===== src/design/ppfs_pkg.sv =====
// package: register map, reset values and carrier types of the port pin function select block
package ppfs_pkg;
  // ==========================================================================
  // register offsets
  localparam logic [7:0] PPFS_OFS_P2_DATA  = 8'h00;
  localparam logic [7:0] PPFS_OFS_P2_DIR   = 8'h01;
  localparam logic [7:0] PPFS_OFS_P4_DATA  = 8'h02;
  localparam logic [7:0] PPFS_OFS_P4_DIR   = 8'h03;
  localparam logic [7:0] PPFS_OFS_P11_DATA = 8'h04;
  localparam logic [7:0] PPFS_OFS_P11_DIR  = 8'h05;
  localparam logic [7:0] PPFS_OFS_FUNC     = 8'h06;
  localparam logic [7:0] PPFS_OFS_INSW     = 8'h07;
  localparam logic [7:0] PPFS_OFS_OSC      = 8'h08;
  localparam logic [7:0] PPFS_OFS_LCD      = 8'h09;
  localparam logic [7:0] PPFS_OFS_ANA      = 8'h0A;
  localparam logic [7:0] PPFS_OFS_P12_PIN  = 8'h0B;
  localparam int         PPFS_NPORT        = 3;
  localparam int         PPFS_IDX_P2       = 0;
  localparam int         PPFS_IDX_P4       = 1;
  localparam int         PPFS_IDX_P11      = 2;
  // ==========================================================================
  // field positions
  localparam int PPFS_FN_SEG_ALL    = 0;
  localparam int PPFS_FN_SER_OUT    = 1;
  localparam int PPFS_FN_TX_OUT     = 2;
  localparam int PPFS_FN_ANA        = 3;
  localparam int PPFS_IS_IRQ0       = 0;
  localparam int PPFS_IS_CAPT       = 1;
  localparam int PPFS_IS_GATE       = 2;
  localparam int PPFS_IS_REROUTE    = 3;
  localparam int PPFS_IS_ALT_A      = 4;
  localparam int PPFS_IS_ALT_B      = 5;
  localparam int PPFS_OSC_SUB_SEL   = 4;
  localparam int PPFS_OSC_MAIN_SEL  = 6;
  localparam int PPFS_OSC_EXT_CLK   = 7;
  localparam int PPFS_ANA_DS_EN     = 7;
  localparam logic [1:0] PPFS_BIAS_QUARTER = 2'h2;
  localparam int PPFS_BIT_TX        = 2;
  localparam int PPFS_BIT_RX        = 3;
  // ==========================================================================
  // reset values
  localparam logic [7:0] PPFS_RST_LATCH = 8'h00;
  localparam logic [7:0] PPFS_RST_DIR   = 8'hFF;
  localparam logic [7:0] PPFS_RST_FUNC  = 8'h00;
  localparam logic [7:0] PPFS_RST_INSW  = 8'h00;
  localparam logic [7:0] PPFS_RST_OSC   = 8'h00;
  localparam logic [7:0] PPFS_RST_LCD   = 8'h00;
  localparam logic [7:0] PPFS_RST_ANA   = 8'h00;
  localparam logic [7:0] PPFS_INSW_MASK = 8'h3F;
  localparam logic [7:0] PPFS_OSC_MASK  = 8'hD0;
  // ==========================================================================
  // carriers
  typedef struct packed {
    logic [7:0] dout;
    logic [7:0] oe_n;
  } ppfs_pad_t;

  typedef struct packed {
    logic [7:0] addr;
    logic [7:0] wdata;
    logic       wr;
    logic       rd;
    logic       bit_op;
  } ppfs_bus_t;

  typedef struct packed {
    logic uart_rx_line;
    logic timer0_capture_in;
    logic ext_irq_in0;
    logic third_counter_en;
  } ppfs_route_t;
endpackage


===== src/design/ppfs_top.sv =====
// module: port registers, pin multiplexing and input switch routing
// ============================================================================
// What this block does
// - input bit: writes go to the latch only, reads return the pin level
// - output bit: reads return the output latch, not the pin
// - bit set/clear reads all 8 bits, changes one, writes all 8 back
// - segment select 1 makes shared pins LCD segments unless reroute is set; 0 gives port use
// - capture switch 1 feeds serial receive into timer 0 capture input
// - interrupt switch 1 feeds serial receive into external interrupt 0
// - gating switch 1 lets the second timer gate the third counter's input
// - quarter bias turns port 4 bit 0 into the LCD bias input
// - oscillator pin mode resets to 00H; all four pins then are input ports
// - rerouted serial functions reach their pins only via input switch bits
// - during on-chip debug the main oscillator pins act as debug mode pins
// - port 2 pins decided by function, config, direction, converter
//
// Decided for this implementation: strobed register access and the register addresses.
`timescale 1ns/1ps
module ppfs_top
  import ppfs_pkg::*;
#(
  parameter int PORT_W = 8
)(
  input  wire logic               ref_clk,
  input  wire logic               resetn,
  input  wire ppfs_pkg::ppfs_bus_t bus,
  output logic [7:0]              rdata,
  input  wire logic [7:0]         p2_pin_in,
  input  wire logic [7:0]         p4_pin_in,
  input  wire logic [7:0]         p11_pin_in,
  input  wire logic [3:0]         p12_pin_in,
  output ppfs_pkg::ppfs_pad_t     p2_pad,
  output ppfs_pkg::ppfs_pad_t     p4_pad,
  output ppfs_pkg::ppfs_pad_t     p11_pad,
  input  wire logic [7:0]         seg_drive_p2,
  input  wire logic [7:0]         seg_drive_p11,
  input  wire logic               uart_tx_line,
  input  wire logic               rx_p15_pin,
  input  wire logic               capt_pin,
  input  wire logic               irq0_pin,
  input  wire logic               gate_timer_out,
  input  wire logic               debug_en,
  input  wire logic [1:0]         lcd_bias_sel_in,
  output ppfs_pkg::ppfs_route_t   route,
  output logic                    tx_on_p13,
  output logic                    tx_on_p16,
  output logic [7:0]              key_return_in,
  output logic                    lcd_bias_v3_en,
  output logic [7:0]              analog_pin_en,
  output logic [2:0]              analog_channel_sel,
  output logic                    delta_sigma_mode,
  output logic                    x1_osc_mode,
  output logic                    ext_clk_mode,
  output logic                    xt_osc_mode,
  output logic                    debug_pin_a,
  output logic                    debug_pin_b
);
  import ppfs_pkg::*;

  generate
    if (PORT_W != 8)
    begin : g_chk
      $error("ppfs_top serves 8-bit ports only");
    end
  endgenerate

  // ==========================================================================
  // storage
  logic [7:0] latch_q [PPFS_NPORT];
  logic [7:0] dir_q   [PPFS_NPORT];
  logic [7:0] func_q, insw_q, osc_q, lcd_q, ana_q, rdata_q;
  logic [7:0] pin_in  [PPFS_NPORT];
  logic [7:0] dig_en  [PPFS_NPORT];
  logic [7:0] port_rd [PPFS_NPORT];
  logic [7:0] rmw_val [PPFS_NPORT];
  logic [7:0] dat_wr  [PPFS_NPORT];

  // pin level for input bits, latch for output bits
  function automatic logic [7:0] port_view(input logic [7:0] latch, input logic [7:0] dir,
                                           input logic [7:0] pin, input logic [7:0] en);
    port_view = (dir & pin & en) | (~dir & latch);
  endfunction

  function automatic logic [7:0] bit_apply(input logic [7:0] base, input logic [7:0] wd);
    logic [7:0] mask;
    mask      = 8'h01 << wd[2:0];
    bit_apply = wd[3] ? (base | mask) : (base & ~mask);
  endfunction

  // ==========================================================================
  // decode
  wire quarter_bias = (lcd_bias_sel_in == PPFS_BIAS_QUARTER);
  wire seg_all      = func_q[PPFS_FN_SEG_ALL];
  wire ana_seg      = func_q[PPFS_FN_ANA];
  wire reroute      = insw_q[PPFS_IS_REROUTE];
  wire alt_a        = insw_q[PPFS_IS_ALT_A];
  wire alt_b        = insw_q[PPFS_IS_ALT_B];
  wire tx_seg_route = reroute & ~alt_a & ~alt_b;
  wire rx_p15_route = alt_a & ~alt_b;
  wire osc_port     = (osc_q == PPFS_RST_OSC);
  wire [7:0] ana_cfg_mask = (8'hFF >> (4'h8 - {1'b0, ana_q[2:0]})) & {8{ana_q[2:0] != 3'h0}};
  wire [7:0] ana_pins     = ana_seg ? 8'h00 : ((ana_cfg_mask | {8{ana_q[PPFS_ANA_DS_EN]}})
                                               & dir_q[PPFS_IDX_P2]);

  assign pin_in[PPFS_IDX_P2]  = p2_pin_in;
  assign pin_in[PPFS_IDX_P4]  = p4_pin_in;
  assign pin_in[PPFS_IDX_P11] = p11_pin_in;
  assign dig_en[PPFS_IDX_P2]  = ana_seg ? 8'h00 : ~ana_pins;
  assign dig_en[PPFS_IDX_P4]  = {7'h7F, ~quarter_bias};
  assign dig_en[PPFS_IDX_P11] = (seg_all & ~reroute) ? 8'hF0 : 8'hFF;

  genvar gi;
  generate
    for (gi = 0; gi < PPFS_NPORT; gi++)
    begin : g_port
      assign port_rd[gi] = port_view(latch_q[gi], dir_q[gi], pin_in[gi], dig_en[gi]);
      assign rmw_val[gi] = bit_apply(port_rd[gi], bus.wdata);
      assign dat_wr[gi]  = bus.bit_op ? rmw_val[gi] : bus.wdata;
      wire sel_dat = (bus.addr == 8'(2 * gi));
      wire sel_dir = (bus.addr == 8'(2 * gi + 1));
      always_ff @(posedge ref_clk or negedge resetn)
      begin
        if (!resetn)
        begin
          latch_q[gi] <= PPFS_RST_LATCH;
          dir_q[gi]   <= PPFS_RST_DIR;
        end
        else
        begin
          if ((bus.wr | bus.bit_op) & sel_dat)
            latch_q[gi] <= dat_wr[gi];
          if (bus.wr & sel_dir)
            dir_q[gi] <= bus.wdata;
          else if (bus.bit_op & sel_dir)
            dir_q[gi] <= bit_apply(dir_q[gi], bus.wdata);
        end
      end
    end
  endgenerate

  // ==========================================================================
  // control registers
  wire wr_func = (bus.wr | bus.bit_op) & (bus.addr == PPFS_OFS_FUNC);
  wire wr_insw = (bus.wr | bus.bit_op) & (bus.addr == PPFS_OFS_INSW);
  wire wr_osc  = (bus.wr | bus.bit_op) & (bus.addr == PPFS_OFS_OSC);
  wire wr_lcd  = (bus.wr | bus.bit_op) & (bus.addr == PPFS_OFS_LCD);
  wire wr_ana  = (bus.wr | bus.bit_op) & (bus.addr == PPFS_OFS_ANA);
  wire [7:0] ctl_src_func = bus.bit_op ? bit_apply(func_q, bus.wdata) : bus.wdata;
  wire [7:0] ctl_src_insw = bus.bit_op ? bit_apply(insw_q, bus.wdata) : bus.wdata;
  wire [7:0] ctl_src_osc  = bus.bit_op ? bit_apply(osc_q, bus.wdata) : bus.wdata;
  wire [7:0] ctl_src_lcd  = bus.bit_op ? bit_apply(lcd_q, bus.wdata) : bus.wdata;
  wire [7:0] ctl_src_ana  = bus.bit_op ? bit_apply(ana_q, bus.wdata) : bus.wdata;

  always_ff @(posedge ref_clk or negedge resetn)
  begin
    if (!resetn)
    begin
      func_q <= PPFS_RST_FUNC;
      insw_q <= PPFS_RST_INSW;
      osc_q  <= PPFS_RST_OSC;
      lcd_q  <= PPFS_RST_LCD;
      ana_q  <= PPFS_RST_ANA;
    end
    else
    begin
      if (wr_func)
        func_q <= {4'h0, ctl_src_func[3:0]};
      if (wr_insw)
        insw_q <= ctl_src_insw & PPFS_INSW_MASK;
      if (wr_osc)
        osc_q <= ctl_src_osc & PPFS_OSC_MASK;
      if (wr_lcd)
        lcd_q <= {4'h0, ctl_src_lcd[3:0]};
      if (wr_ana)
        ana_q <= ctl_src_ana;
    end
  end

  // ==========================================================================
  // read port: data stand in the cycle after the strobe only
  wire [7:0] p12_view = osc_port ? {4'h0, p12_pin_in} : 8'h00;
  logic [7:0] rd_mux;
  always_comb
  begin
    case (bus.addr)
      PPFS_OFS_P2_DATA:  rd_mux = port_rd[PPFS_IDX_P2];
      PPFS_OFS_P2_DIR:   rd_mux = dir_q[PPFS_IDX_P2];
      PPFS_OFS_P4_DATA:  rd_mux = port_rd[PPFS_IDX_P4];
      PPFS_OFS_P4_DIR:   rd_mux = dir_q[PPFS_IDX_P4];
      PPFS_OFS_P11_DATA: rd_mux = port_rd[PPFS_IDX_P11];
      PPFS_OFS_P11_DIR:  rd_mux = dir_q[PPFS_IDX_P11];
      PPFS_OFS_FUNC:     rd_mux = func_q;
      PPFS_OFS_INSW:     rd_mux = insw_q;
      PPFS_OFS_OSC:      rd_mux = osc_q;
      PPFS_OFS_LCD:      rd_mux = {lcd_q[7:2], lcd_bias_sel_in};
      PPFS_OFS_ANA:      rd_mux = ana_q;
      PPFS_OFS_P12_PIN:  rd_mux = p12_view;
      default:           rd_mux = 8'h00;
    endcase
  end

  always_ff @(posedge ref_clk or negedge resetn)
  begin
    if (!resetn)
      rdata_q <= 8'h00;
    else
      rdata_q <= bus.rd ? rd_mux : 8'h00;
  end
  assign rdata = rdata_q;

  // ==========================================================================
  // pad drive; oe_n low means the pin is driven
  // segment mode ignores direction and latch, so they may be left as they are
  wire [7:0] p2_seg_oe = {8{ana_seg}};
  wire [7:0] p11_seg   = (seg_all & ~reroute) ? 8'h0F : 8'h00;
  wire [7:0] p11_tx    = tx_seg_route ? 8'h04 : 8'h00;
  wire [7:0] p2_drv_d  = ana_seg ? seg_drive_p2 : latch_q[PPFS_IDX_P2];
  wire [7:0] p2_oe_d   = ~(p2_seg_oe | (~dir_q[PPFS_IDX_P2] & ~ana_pins));
  wire [7:0] p4_oe_d   = ~(~dir_q[PPFS_IDX_P4] & dig_en[PPFS_IDX_P4]);
  wire [7:0] p11_drv_d = (p11_seg & seg_drive_p11)
                       | (~p11_seg & latch_q[PPFS_IDX_P11] & ~(p11_tx & {8{~uart_tx_line}}));
  wire [7:0] p11_oe_d  = ~(p11_seg | (~dir_q[PPFS_IDX_P11] & ~p11_seg));

  // ==========================================================================
  // peripheral routing
  wire rx_src = tx_seg_route ? p11_pin_in[PPFS_BIT_RX] :
                rx_p15_route ? rx_p15_pin : 1'b1;
  wire capt_d = insw_q[PPFS_IS_CAPT] ? rx_src : capt_pin;
  wire irq_d  = insw_q[PPFS_IS_IRQ0] ? rx_src : irq0_pin;
  wire gate_d = insw_q[PPFS_IS_GATE] ? gate_timer_out : 1'b1;

  always_ff @(posedge ref_clk or negedge resetn)
  begin
    if (!resetn)
    begin
      p2_pad        <= '{dout: 8'h00, oe_n: 8'hFF};
      p4_pad        <= '{dout: 8'h00, oe_n: 8'hFF};
      p11_pad       <= '{dout: 8'h00, oe_n: 8'hFF};
      route         <= '{uart_rx_line: 1'b1, timer0_capture_in: 1'b0, ext_irq_in0: 1'b0,
                         third_counter_en: 1'b1};
      key_return_in <= 8'h00;
    end
    else
    begin
      p2_pad        <= '{dout: p2_drv_d, oe_n: p2_oe_d};
      p4_pad        <= '{dout: latch_q[PPFS_IDX_P4], oe_n: p4_oe_d};
      p11_pad       <= '{dout: p11_drv_d, oe_n: p11_oe_d};
      route         <= '{uart_rx_line: rx_src, timer0_capture_in: capt_d, ext_irq_in0: irq_d,
                         third_counter_en: gate_d};
      key_return_in <= p4_pin_in & dir_q[PPFS_IDX_P4] & dig_en[PPFS_IDX_P4];
    end
  end

  // ==========================================================================
  // mode outputs
  always_ff @(posedge ref_clk or negedge resetn)
  begin
    if (!resetn)
    begin
      tx_on_p13          <= 1'b0;
      tx_on_p16          <= 1'b0;
      lcd_bias_v3_en     <= 1'b0;
      analog_pin_en      <= 8'h00;
      analog_channel_sel <= 3'h0;
      delta_sigma_mode   <= 1'b0;
      x1_osc_mode        <= 1'b0;
      ext_clk_mode       <= 1'b0;
      xt_osc_mode        <= 1'b0;
      debug_pin_a        <= 1'b0;
      debug_pin_b        <= 1'b0;
    end
    else
    begin
      tx_on_p13          <= func_q[PPFS_FN_SER_OUT];
      tx_on_p16          <= func_q[PPFS_FN_TX_OUT] & rx_p15_route;
      lcd_bias_v3_en     <= quarter_bias;
      analog_pin_en      <= ana_pins;
      analog_channel_sel <= ana_q[6:4];
      delta_sigma_mode   <= ana_q[PPFS_ANA_DS_EN];
      x1_osc_mode        <= osc_q[PPFS_OSC_MAIN_SEL] & ~osc_q[PPFS_OSC_EXT_CLK] & ~debug_en;
      ext_clk_mode       <= osc_q[PPFS_OSC_MAIN_SEL] & osc_q[PPFS_OSC_EXT_CLK] & ~debug_en;
      xt_osc_mode        <= osc_q[PPFS_OSC_SUB_SEL];
      debug_pin_a        <= debug_en & p12_pin_in[1];
      debug_pin_b        <= debug_en & p12_pin_in[2];
    end
  end

  // ==========================================================================
  // checks
  a_input_reads_pin: assert property (@(posedge ref_clk) disable iff (!resetn)
    bus.rd && bus.addr == PPFS_OFS_P4_DATA && dir_q[PPFS_IDX_P4] == 8'hFF && !quarter_bias
    |=> rdata == $past(p4_pin_in))
    else $error("input port read did not return pin level");

  a_output_reads_latch: assert property (@(posedge ref_clk) disable iff (!resetn)
    bus.rd && bus.addr == PPFS_OFS_P4_DATA && dir_q[PPFS_IDX_P4] == 8'h00
    |=> rdata == $past(latch_q[PPFS_IDX_P4]))
    else $error("output port read did not return latch");

  a_bit_op_rmw: assert property (@(posedge ref_clk) disable iff (!resetn)
    bus.bit_op && bus.addr == PPFS_OFS_P4_DATA
    |=> latch_q[PPFS_IDX_P4] == bit_apply($past(port_rd[PPFS_IDX_P4]), $past(bus.wdata)))
    else $error("bit manipulation did not write back whole port");

  a_seg_pins_driven: assert property (@(posedge ref_clk) disable iff (!resetn)
    seg_all && !reroute ##1 $stable(func_q) |-> p11_pad.oe_n[3:0] == 4'h0)
    else $error("segment pins not driven in segment mode");

  a_tx_reroute: assert property (@(posedge ref_clk) disable iff (!resetn)
    tx_seg_route && !dir_q[PPFS_IDX_P11][PPFS_BIT_TX] && latch_q[PPFS_IDX_P11][PPFS_BIT_TX]
    |=> p11_pad.dout[PPFS_BIT_TX] == $past(uart_tx_line))
    else $error("serial transmit not on rerouted pin");

  a_capture_source: assert property (@(posedge ref_clk) disable iff (!resetn)
    insw_q[PPFS_IS_CAPT] |=> route.timer0_capture_in == $past(rx_src))
    else $error("capture input not taken from serial receive");

  a_irq_source: assert property (@(posedge ref_clk) disable iff (!resetn)
    !insw_q[PPFS_IS_IRQ0] |=> route.ext_irq_in0 == $past(irq0_pin))
    else $error("interrupt input not from its own pin");

  a_counter_gate: assert property (@(posedge ref_clk) disable iff (!resetn)
    insw_q[PPFS_IS_GATE] |=> route.third_counter_en == $past(gate_timer_out))
    else $error("counter gate not following timer output");

  a_bias_pin: assert property (@(posedge ref_clk) disable iff (!resetn)
    quarter_bias [*2] |-> lcd_bias_v3_en && p4_pad.oe_n[0] && !key_return_in[0])
    else $error("bias pin still used as port");

  a_osc_reset: assert property (@(posedge ref_clk) disable iff (!resetn)
    $rose(resetn) |-> osc_q == 8'h00 && !x1_osc_mode && !ext_clk_mode)
    else $error("oscillator mode not cleared at reset");

  a_debug_pins: assert property (@(posedge ref_clk) disable iff (!resetn)
    !debug_en |=> !debug_pin_a && !debug_pin_b)
    else $error("debug pins active without debug");

  a_debug_osc_off: assert property (@(posedge ref_clk) disable iff (!resetn)
    debug_en |=> !x1_osc_mode && !ext_clk_mode)
    else $error("main oscillator mode active during debug");

  c_bit_op: cover property (@(posedge ref_clk) disable iff (!resetn)
    bus.bit_op && bus.addr == PPFS_OFS_P4_DATA && dir_q[PPFS_IDX_P4] != 8'h00);
  c_tx_route: cover property (@(posedge ref_clk) disable iff (!resetn) tx_seg_route && !seg_all);
  c_rx_capture: cover property (@(posedge ref_clk) disable iff (!resetn)
    insw_q[PPFS_IS_CAPT] && insw_q[PPFS_IS_IRQ0] && tx_seg_route);
  c_quarter: cover property (@(posedge ref_clk) disable iff (!resetn) $rose(quarter_bias));

endmodule // ppfs_top


===== config.mk =====
export PLATFORM = sky130hd
export DESIGN_NAME = ppfs_top
export DESIGN_NICKNAME = d
export VERILOG_FILES = /design/src/design/ppfs_pkg.sv /design/src/design/ppfs_top.sv
export SDC_FILE = /design/constraint.sdc
export NUM_CORES = 1
export LEC_CHECK = 0
export ABC_AREA = 1
export ABC_CLOCK_PERIOD_IN_PS = 2900
export BUFFER_PORTS_ARGS = -buffer_cell sky130_fd_sc_hd__buf_2
export CORE_MARGIN = 2
export CORE_UTILIZATION = 25
export CTS_CLUSTER_SIZE = 25
export DETAILED_ROUTE_END_ITERATION = 8
export PLACE_DENSITY_LB_ADDON = 0.08
export SKIP_LAST_GASP = 1
export SLEW_MARGIN = 15
export SYNTH_ARGS = -nofsm -noshare
export SYNTH_HDL_FRONTEND = slang
export SYNTH_SLANG_ARGS = --single-unit

===== constraint.sdc =====
create_clock -name ref_clk -period 2.9 [get_ports ref_clk]
set_input_delay 0 -clock ref_clk [delete_from_list [all_inputs] [get_ports ref_clk]]
set_output_delay 0 -clock ref_clk [all_outputs]
set_load 0.02 [all_outputs]

# Word level (Yosys, flattened, before mapping)
# Cells that the tools add are included.
[totals]
regBits = 161
in_bits = 73
output_inout_bits = 88
word_cells = 184
[op_classes]
addsub = 1
n_eq_ne = 12
shifts = 2
muxes = 39
n_bitwise = 90
reduce_logical = 6
[op_table]
columns = ["operator", "n"]
rows = [
  ["$and 8x8->8", 24],
  ["$mux 8", 23],
  ["$or 8x8->8", 14],
  ["$pmux 8 s12", 1],
  ["$not 8->8", 9],
  ["$eq 8x3->1 const B", 4],
  ["$eq 8x4->1 const B", 4],
  ["$mux 4", 7],
  ["$and 1x1->1", 25],
  ["$eq 8x2->1 const B", 2],
  ["$logic_not 8->1", 2],
  ["$mux 6", 2],
  ["$and 3x8->8", 1],
  ["$and 4x4->4", 2],
  ["$and 4x8->8", 1],
  ["$eq 8x1->1 const B", 1],
  ["$not 4->8", 1],
  ["$or 4x4->4", 2],
  ["$or 4x8->8", 1],
  ["$shl 1x3->8 const A", 1],
  ["$shr 8x4->8 const A", 1],
  ["$not 1->1", 7],
  ["$and 6x6->6", 1],
  ["$or 6x6->6", 1],
  ["7 further kinds", 13],
]

# Longest topological paths before layout
[depth]
ltp_word = 13
mapped_depth = 12
ltp_nobuf = 11

# Worst setup path after synthesis
# No wires, ideal clock.
[synth_path]
kind = "flip-flop to flip-flop"
start = "reg with a tool-made name"
end = "reg rdata_q[6], in the netlist rdata[6]"
setup_ns = 0.113
arrival_time_ns = 1.432
required_ns = 2.787
path_slack_ns = 1.355
path_stages_with_launch = 12
n_path_buf = 0
cell_sequence = "dfrtp_1 -> inv_1 -> ha_1 -> ha_1 -> o21ai_0 -> nand3_1 -> nand2_1 -> nand2_1 -> nand2_1 -> nand3_1 -> nand2_1 -> inv_1"
[synth_lines]
columns = ["item", "line_no", "rtl"]
rows = [
  ["to (signal assigned)", "ppfs_top.sv:207", "rdata_q <= bus.rd ? rd_mux : 8'h00;"],
  ["to (decl)", "ppfs_top.sv:71", "logic [7:0] func_q, insw_q, osc_q, lcd_q, ana_q, rdata_q;"],
]

# Final worst setup path
[layout_path]
start = "in bus[6] (netlist bit)"
end = "reg latch_q[0] (netlist bit)"
[layout_via]
elab_chain_cells = 2
[layout_lines]
columns = ["item", "line_no", "rtl"]
rows = [
  ["from (decl)", "ppfs_top.sv:26", "input wire ppfs_pkg::ppfs_bus_t bus,"],
  ["$mux 8", "ppfs_top.sv:87", "bit_apply = wd[3] ? (base | mask) : (base & ~mask);"],
  ["$mux 8", "ppfs_top.sv:118", "assign dat_wr[gi] = bus.bit_op ? rmw_val[gi] : bus.wdata;"],
  ["to (signal, indexed assignment)", "ppfs_top.sv:131", "latch_q[gi] <= dat_wr[gi];"],
  ["to (decl)", "ppfs_top.sv:69", "logic [7:0] latch_q [PPFS_NPORT];"],
]
# No other way between the ends.
# A chain may end at the register's enable or synchronous reset.

==> qor.yml <==
status:
  status: "finished clean"
power:
  p_switching_mw: 1.612
  p_per_area_nw_per_um2: 556.3
  internal_power_mw: 3.896
  comb_power_share_pct: 12.2
  p_leak_nw: 4.971
  pwr-share-clk_pct: 43.9
  irDropWorstVdd_mv: 0.3569
  seqPwrFrac_pct: 43.8
  switching_share_pct: 29.26
worst_setup_path:
  required_ns: 3.23
  worstSetupStartpointType: "input port"
  crit_arrival_ns: 2.24
  worstSetupStartpoint: "bus[6]"
  worst-path-max-fanout: 10
  endpoint_kind: "flip-flop"
  crit_type: "input port to flip-flop"
sta:
  fin_skew_ns: 0.01716
  min_period_ns: 1.908
  max_freq_mhz: 524.1
  worstMarginPinSlew_ns: 0.7795
  timing.slew.headroom_pct: 48.03
  hold_violations: 0
  drv_slew: 0
  fin_setup_tns_ns: 0
  post-route-period-util_pct: 65.80
  setup_viol: 0
  grt_setup_unrepaired: "no"
logic_synthesis:
  yosys_warnings: 0
  syn-cell-area_um2: 7597
  yosysUniqueCellTypes: 37
  ys_ff_latch: 159
  synth_ff_type: "dfrtp_1"
  synth_commonest_cells: "nand2_1, dfrtp_1, nor2_1"
  syn_nets: 1030
  yosysMostFrequentCell: "nand2_1"
  synth.avg_cell_area_um2: 7.955
  synth-edff-count: 0
  syn-instance-count: 955
  synth_top_area_cell: "dfrtp_1"
  netlist_top_cells_area: "dfrtp_1, dfstp_2, nand2_1"
  synthArstFlopShare_pct: 100.0
  ys_seq_area_share_pct: 53.19
  synth_top_area_share_pct: 35.90
placed_design:
  io_buffers: 156
  dpl.hpwl_um: 22040
  place_congestion: 0.8408
  dpl.cell_count: 1497
finish:
  area_delta_synth_final_pct: 30.32
  drive_gt1_share_pct: 24.32
  nNetsFinal: 1242
  antenna_cells: 0
  regArea_um2: 4041
  multi_input_area_um2: 3028
  post-route-util_pct: 33.23
  finalNonFillerCells: 1570
  fillCellCount: 3262
drt:
  wl_um: 29510
  drcViolationCount: 0
  via_per_inst: 4.457
  wl_per_cell_um: 18.80
  drt_iter0_drc: 439
  postRouteAntennaNets: 0
  vias: 6998
  firstDrtPassIters: 5
clocking:
  clk_latency_ns: 0.44
  postCtsSetupBuffers: 0
  clk_pin_slew_ns: 0.07
  htree_levels: 4
  numCtsBuffers: 17
  cts_max_path_buffers: 2
  numClockSinks: 159
  cts_tree: "done"
  cts-root-buf: "clkbuf_16"
floorplanning:
  rows: 63
  die_w_um: 178.3
  core_um2: 29800
  initial_core_util_pct: 25.50
  dieHeight_um: 178.3
  ios: 161
  die_area_um2: 31800
global_route:
  grt_pass1_wl_um: 43550
  grt_pass1_vias: 6958
  antenna_found_initial: 0
  grt_max_degree: 79
  grtUsageTotal_pct: 18.91
  overflow: 0
min_path:
  hold_class: "input port to flip-flop"
  hold_start: "bus[1]"
run:
  cap_violations: 0
-- final timing paths --
kind | end | slack, ns | cells past startpoint
worst max-delay path | latch_q[0] | 0.99 | 9
worst min register to register | p4_pad[6] | 0.39 | 0
worst max register to register | rdata[6] | 1.07 | 11
worst min-delay path | rdata[3] | 0.01 | 3
max in group asynchronous | asynchronous set/reset pin | 1.92 | 3
min in group asynchronous | key_return_in[2] | 0.20 | 2
-- critical path: stages --
cell and delay, ns:
dlygate4sd3_1 0.53, buf_2 0.17, clkinv_1 0.25, nor2_1 0.16, o21ai_1 0.59, buf_4 0.27
nand3_1 0.10, o21ai_1 0.10, inv_1 0.05
-- area by class of cell --
cell class / instances / area share (%)
clock inverters: 13 / 1.719
repair buffers: 209 / 13.26
inverters: 110 / 4.221
flip-flops and latches: 159 / 40.82
clock buffers: 19 / 4.474
well taps: 390 / 4.929
multi-input cells: 670 / 30.58
-- metal layers --
metal	routed length, um	vias up	GRT usage (%)
li1	-	3476	-
met1	14250	3314	26.68
met2	13450	178	30.00
met3	1231	30	2.749
met4	588	0	5.522
met5	0	-	0
-- cells by family after synthesis --
logic type,after synthesis,share of synthesized area [%]
buffers and inverters,126,6.950
AO/OA/AOI/OAI,141,9.964
AND/OR/NAND/NOR,527,29.56
flip-flops,159,53.20
adder cells (fa/ha/maj),2,0.3293
-- cells in the final DEF, fill, tap and decap left out, types with 6 or more instances in the layout --
master,instances
nand2_1,304
buf_4,10
a21oi_1,19
nand3_1,72
inv_1,95
buf_2,155
nor2_2,7
nor3_1,11
dlygate4sd3_1,41
a31oi_1,20
dfrtp_1,109
o211ai_1,6
nor2_1,107
clkbuf_16,17
o21ai_1,37
dfstp_2,50
inv_2,12
o21ai_0,54
-- per-stage QoR --
step / total power [mW] / instance area, um^2 / setup WS, ns / hold WS, ns
finish: 5.508 / 9901 / 0.9919 / 0.01151
global route: 5.719 / 9901 / 0.8642 / 0.02652
floorplan: 2.758 / 7597 / 1.355 / -0.2956
global placement: 3.095 / 8877 / 1.026 / 0.1262
CTS: 5.571 / 9901 / 1.007 / 0.01573
detailed placement: 3.094 / 8877 / 0.9802 / 0.1274
-- power by group through the flow --
| stage | clock [mW] | sequential (mW) | combinational (mW) |
|---|---|---|---|
| CTS | 2.47 | 2.42 | 0.683 |
| global route | 2.54 | 2.43 | 0.748 |
| global placement | 0 | 2.46 | 0.638 |
| finish | 2.42 | 2.41 | 0.673 |
| floorplan | 0 | 2.52 | 0.240 |
| detailed placement | 0 | 2.46 | 0.638 |
-- timing repair --
item | CTS | global route
hold buffers | 41 | 0
hold endpoints to repair | 101 | 0
resized for setup | 0 | 0
Note: power is estimated with default switching activity, not from simulation.
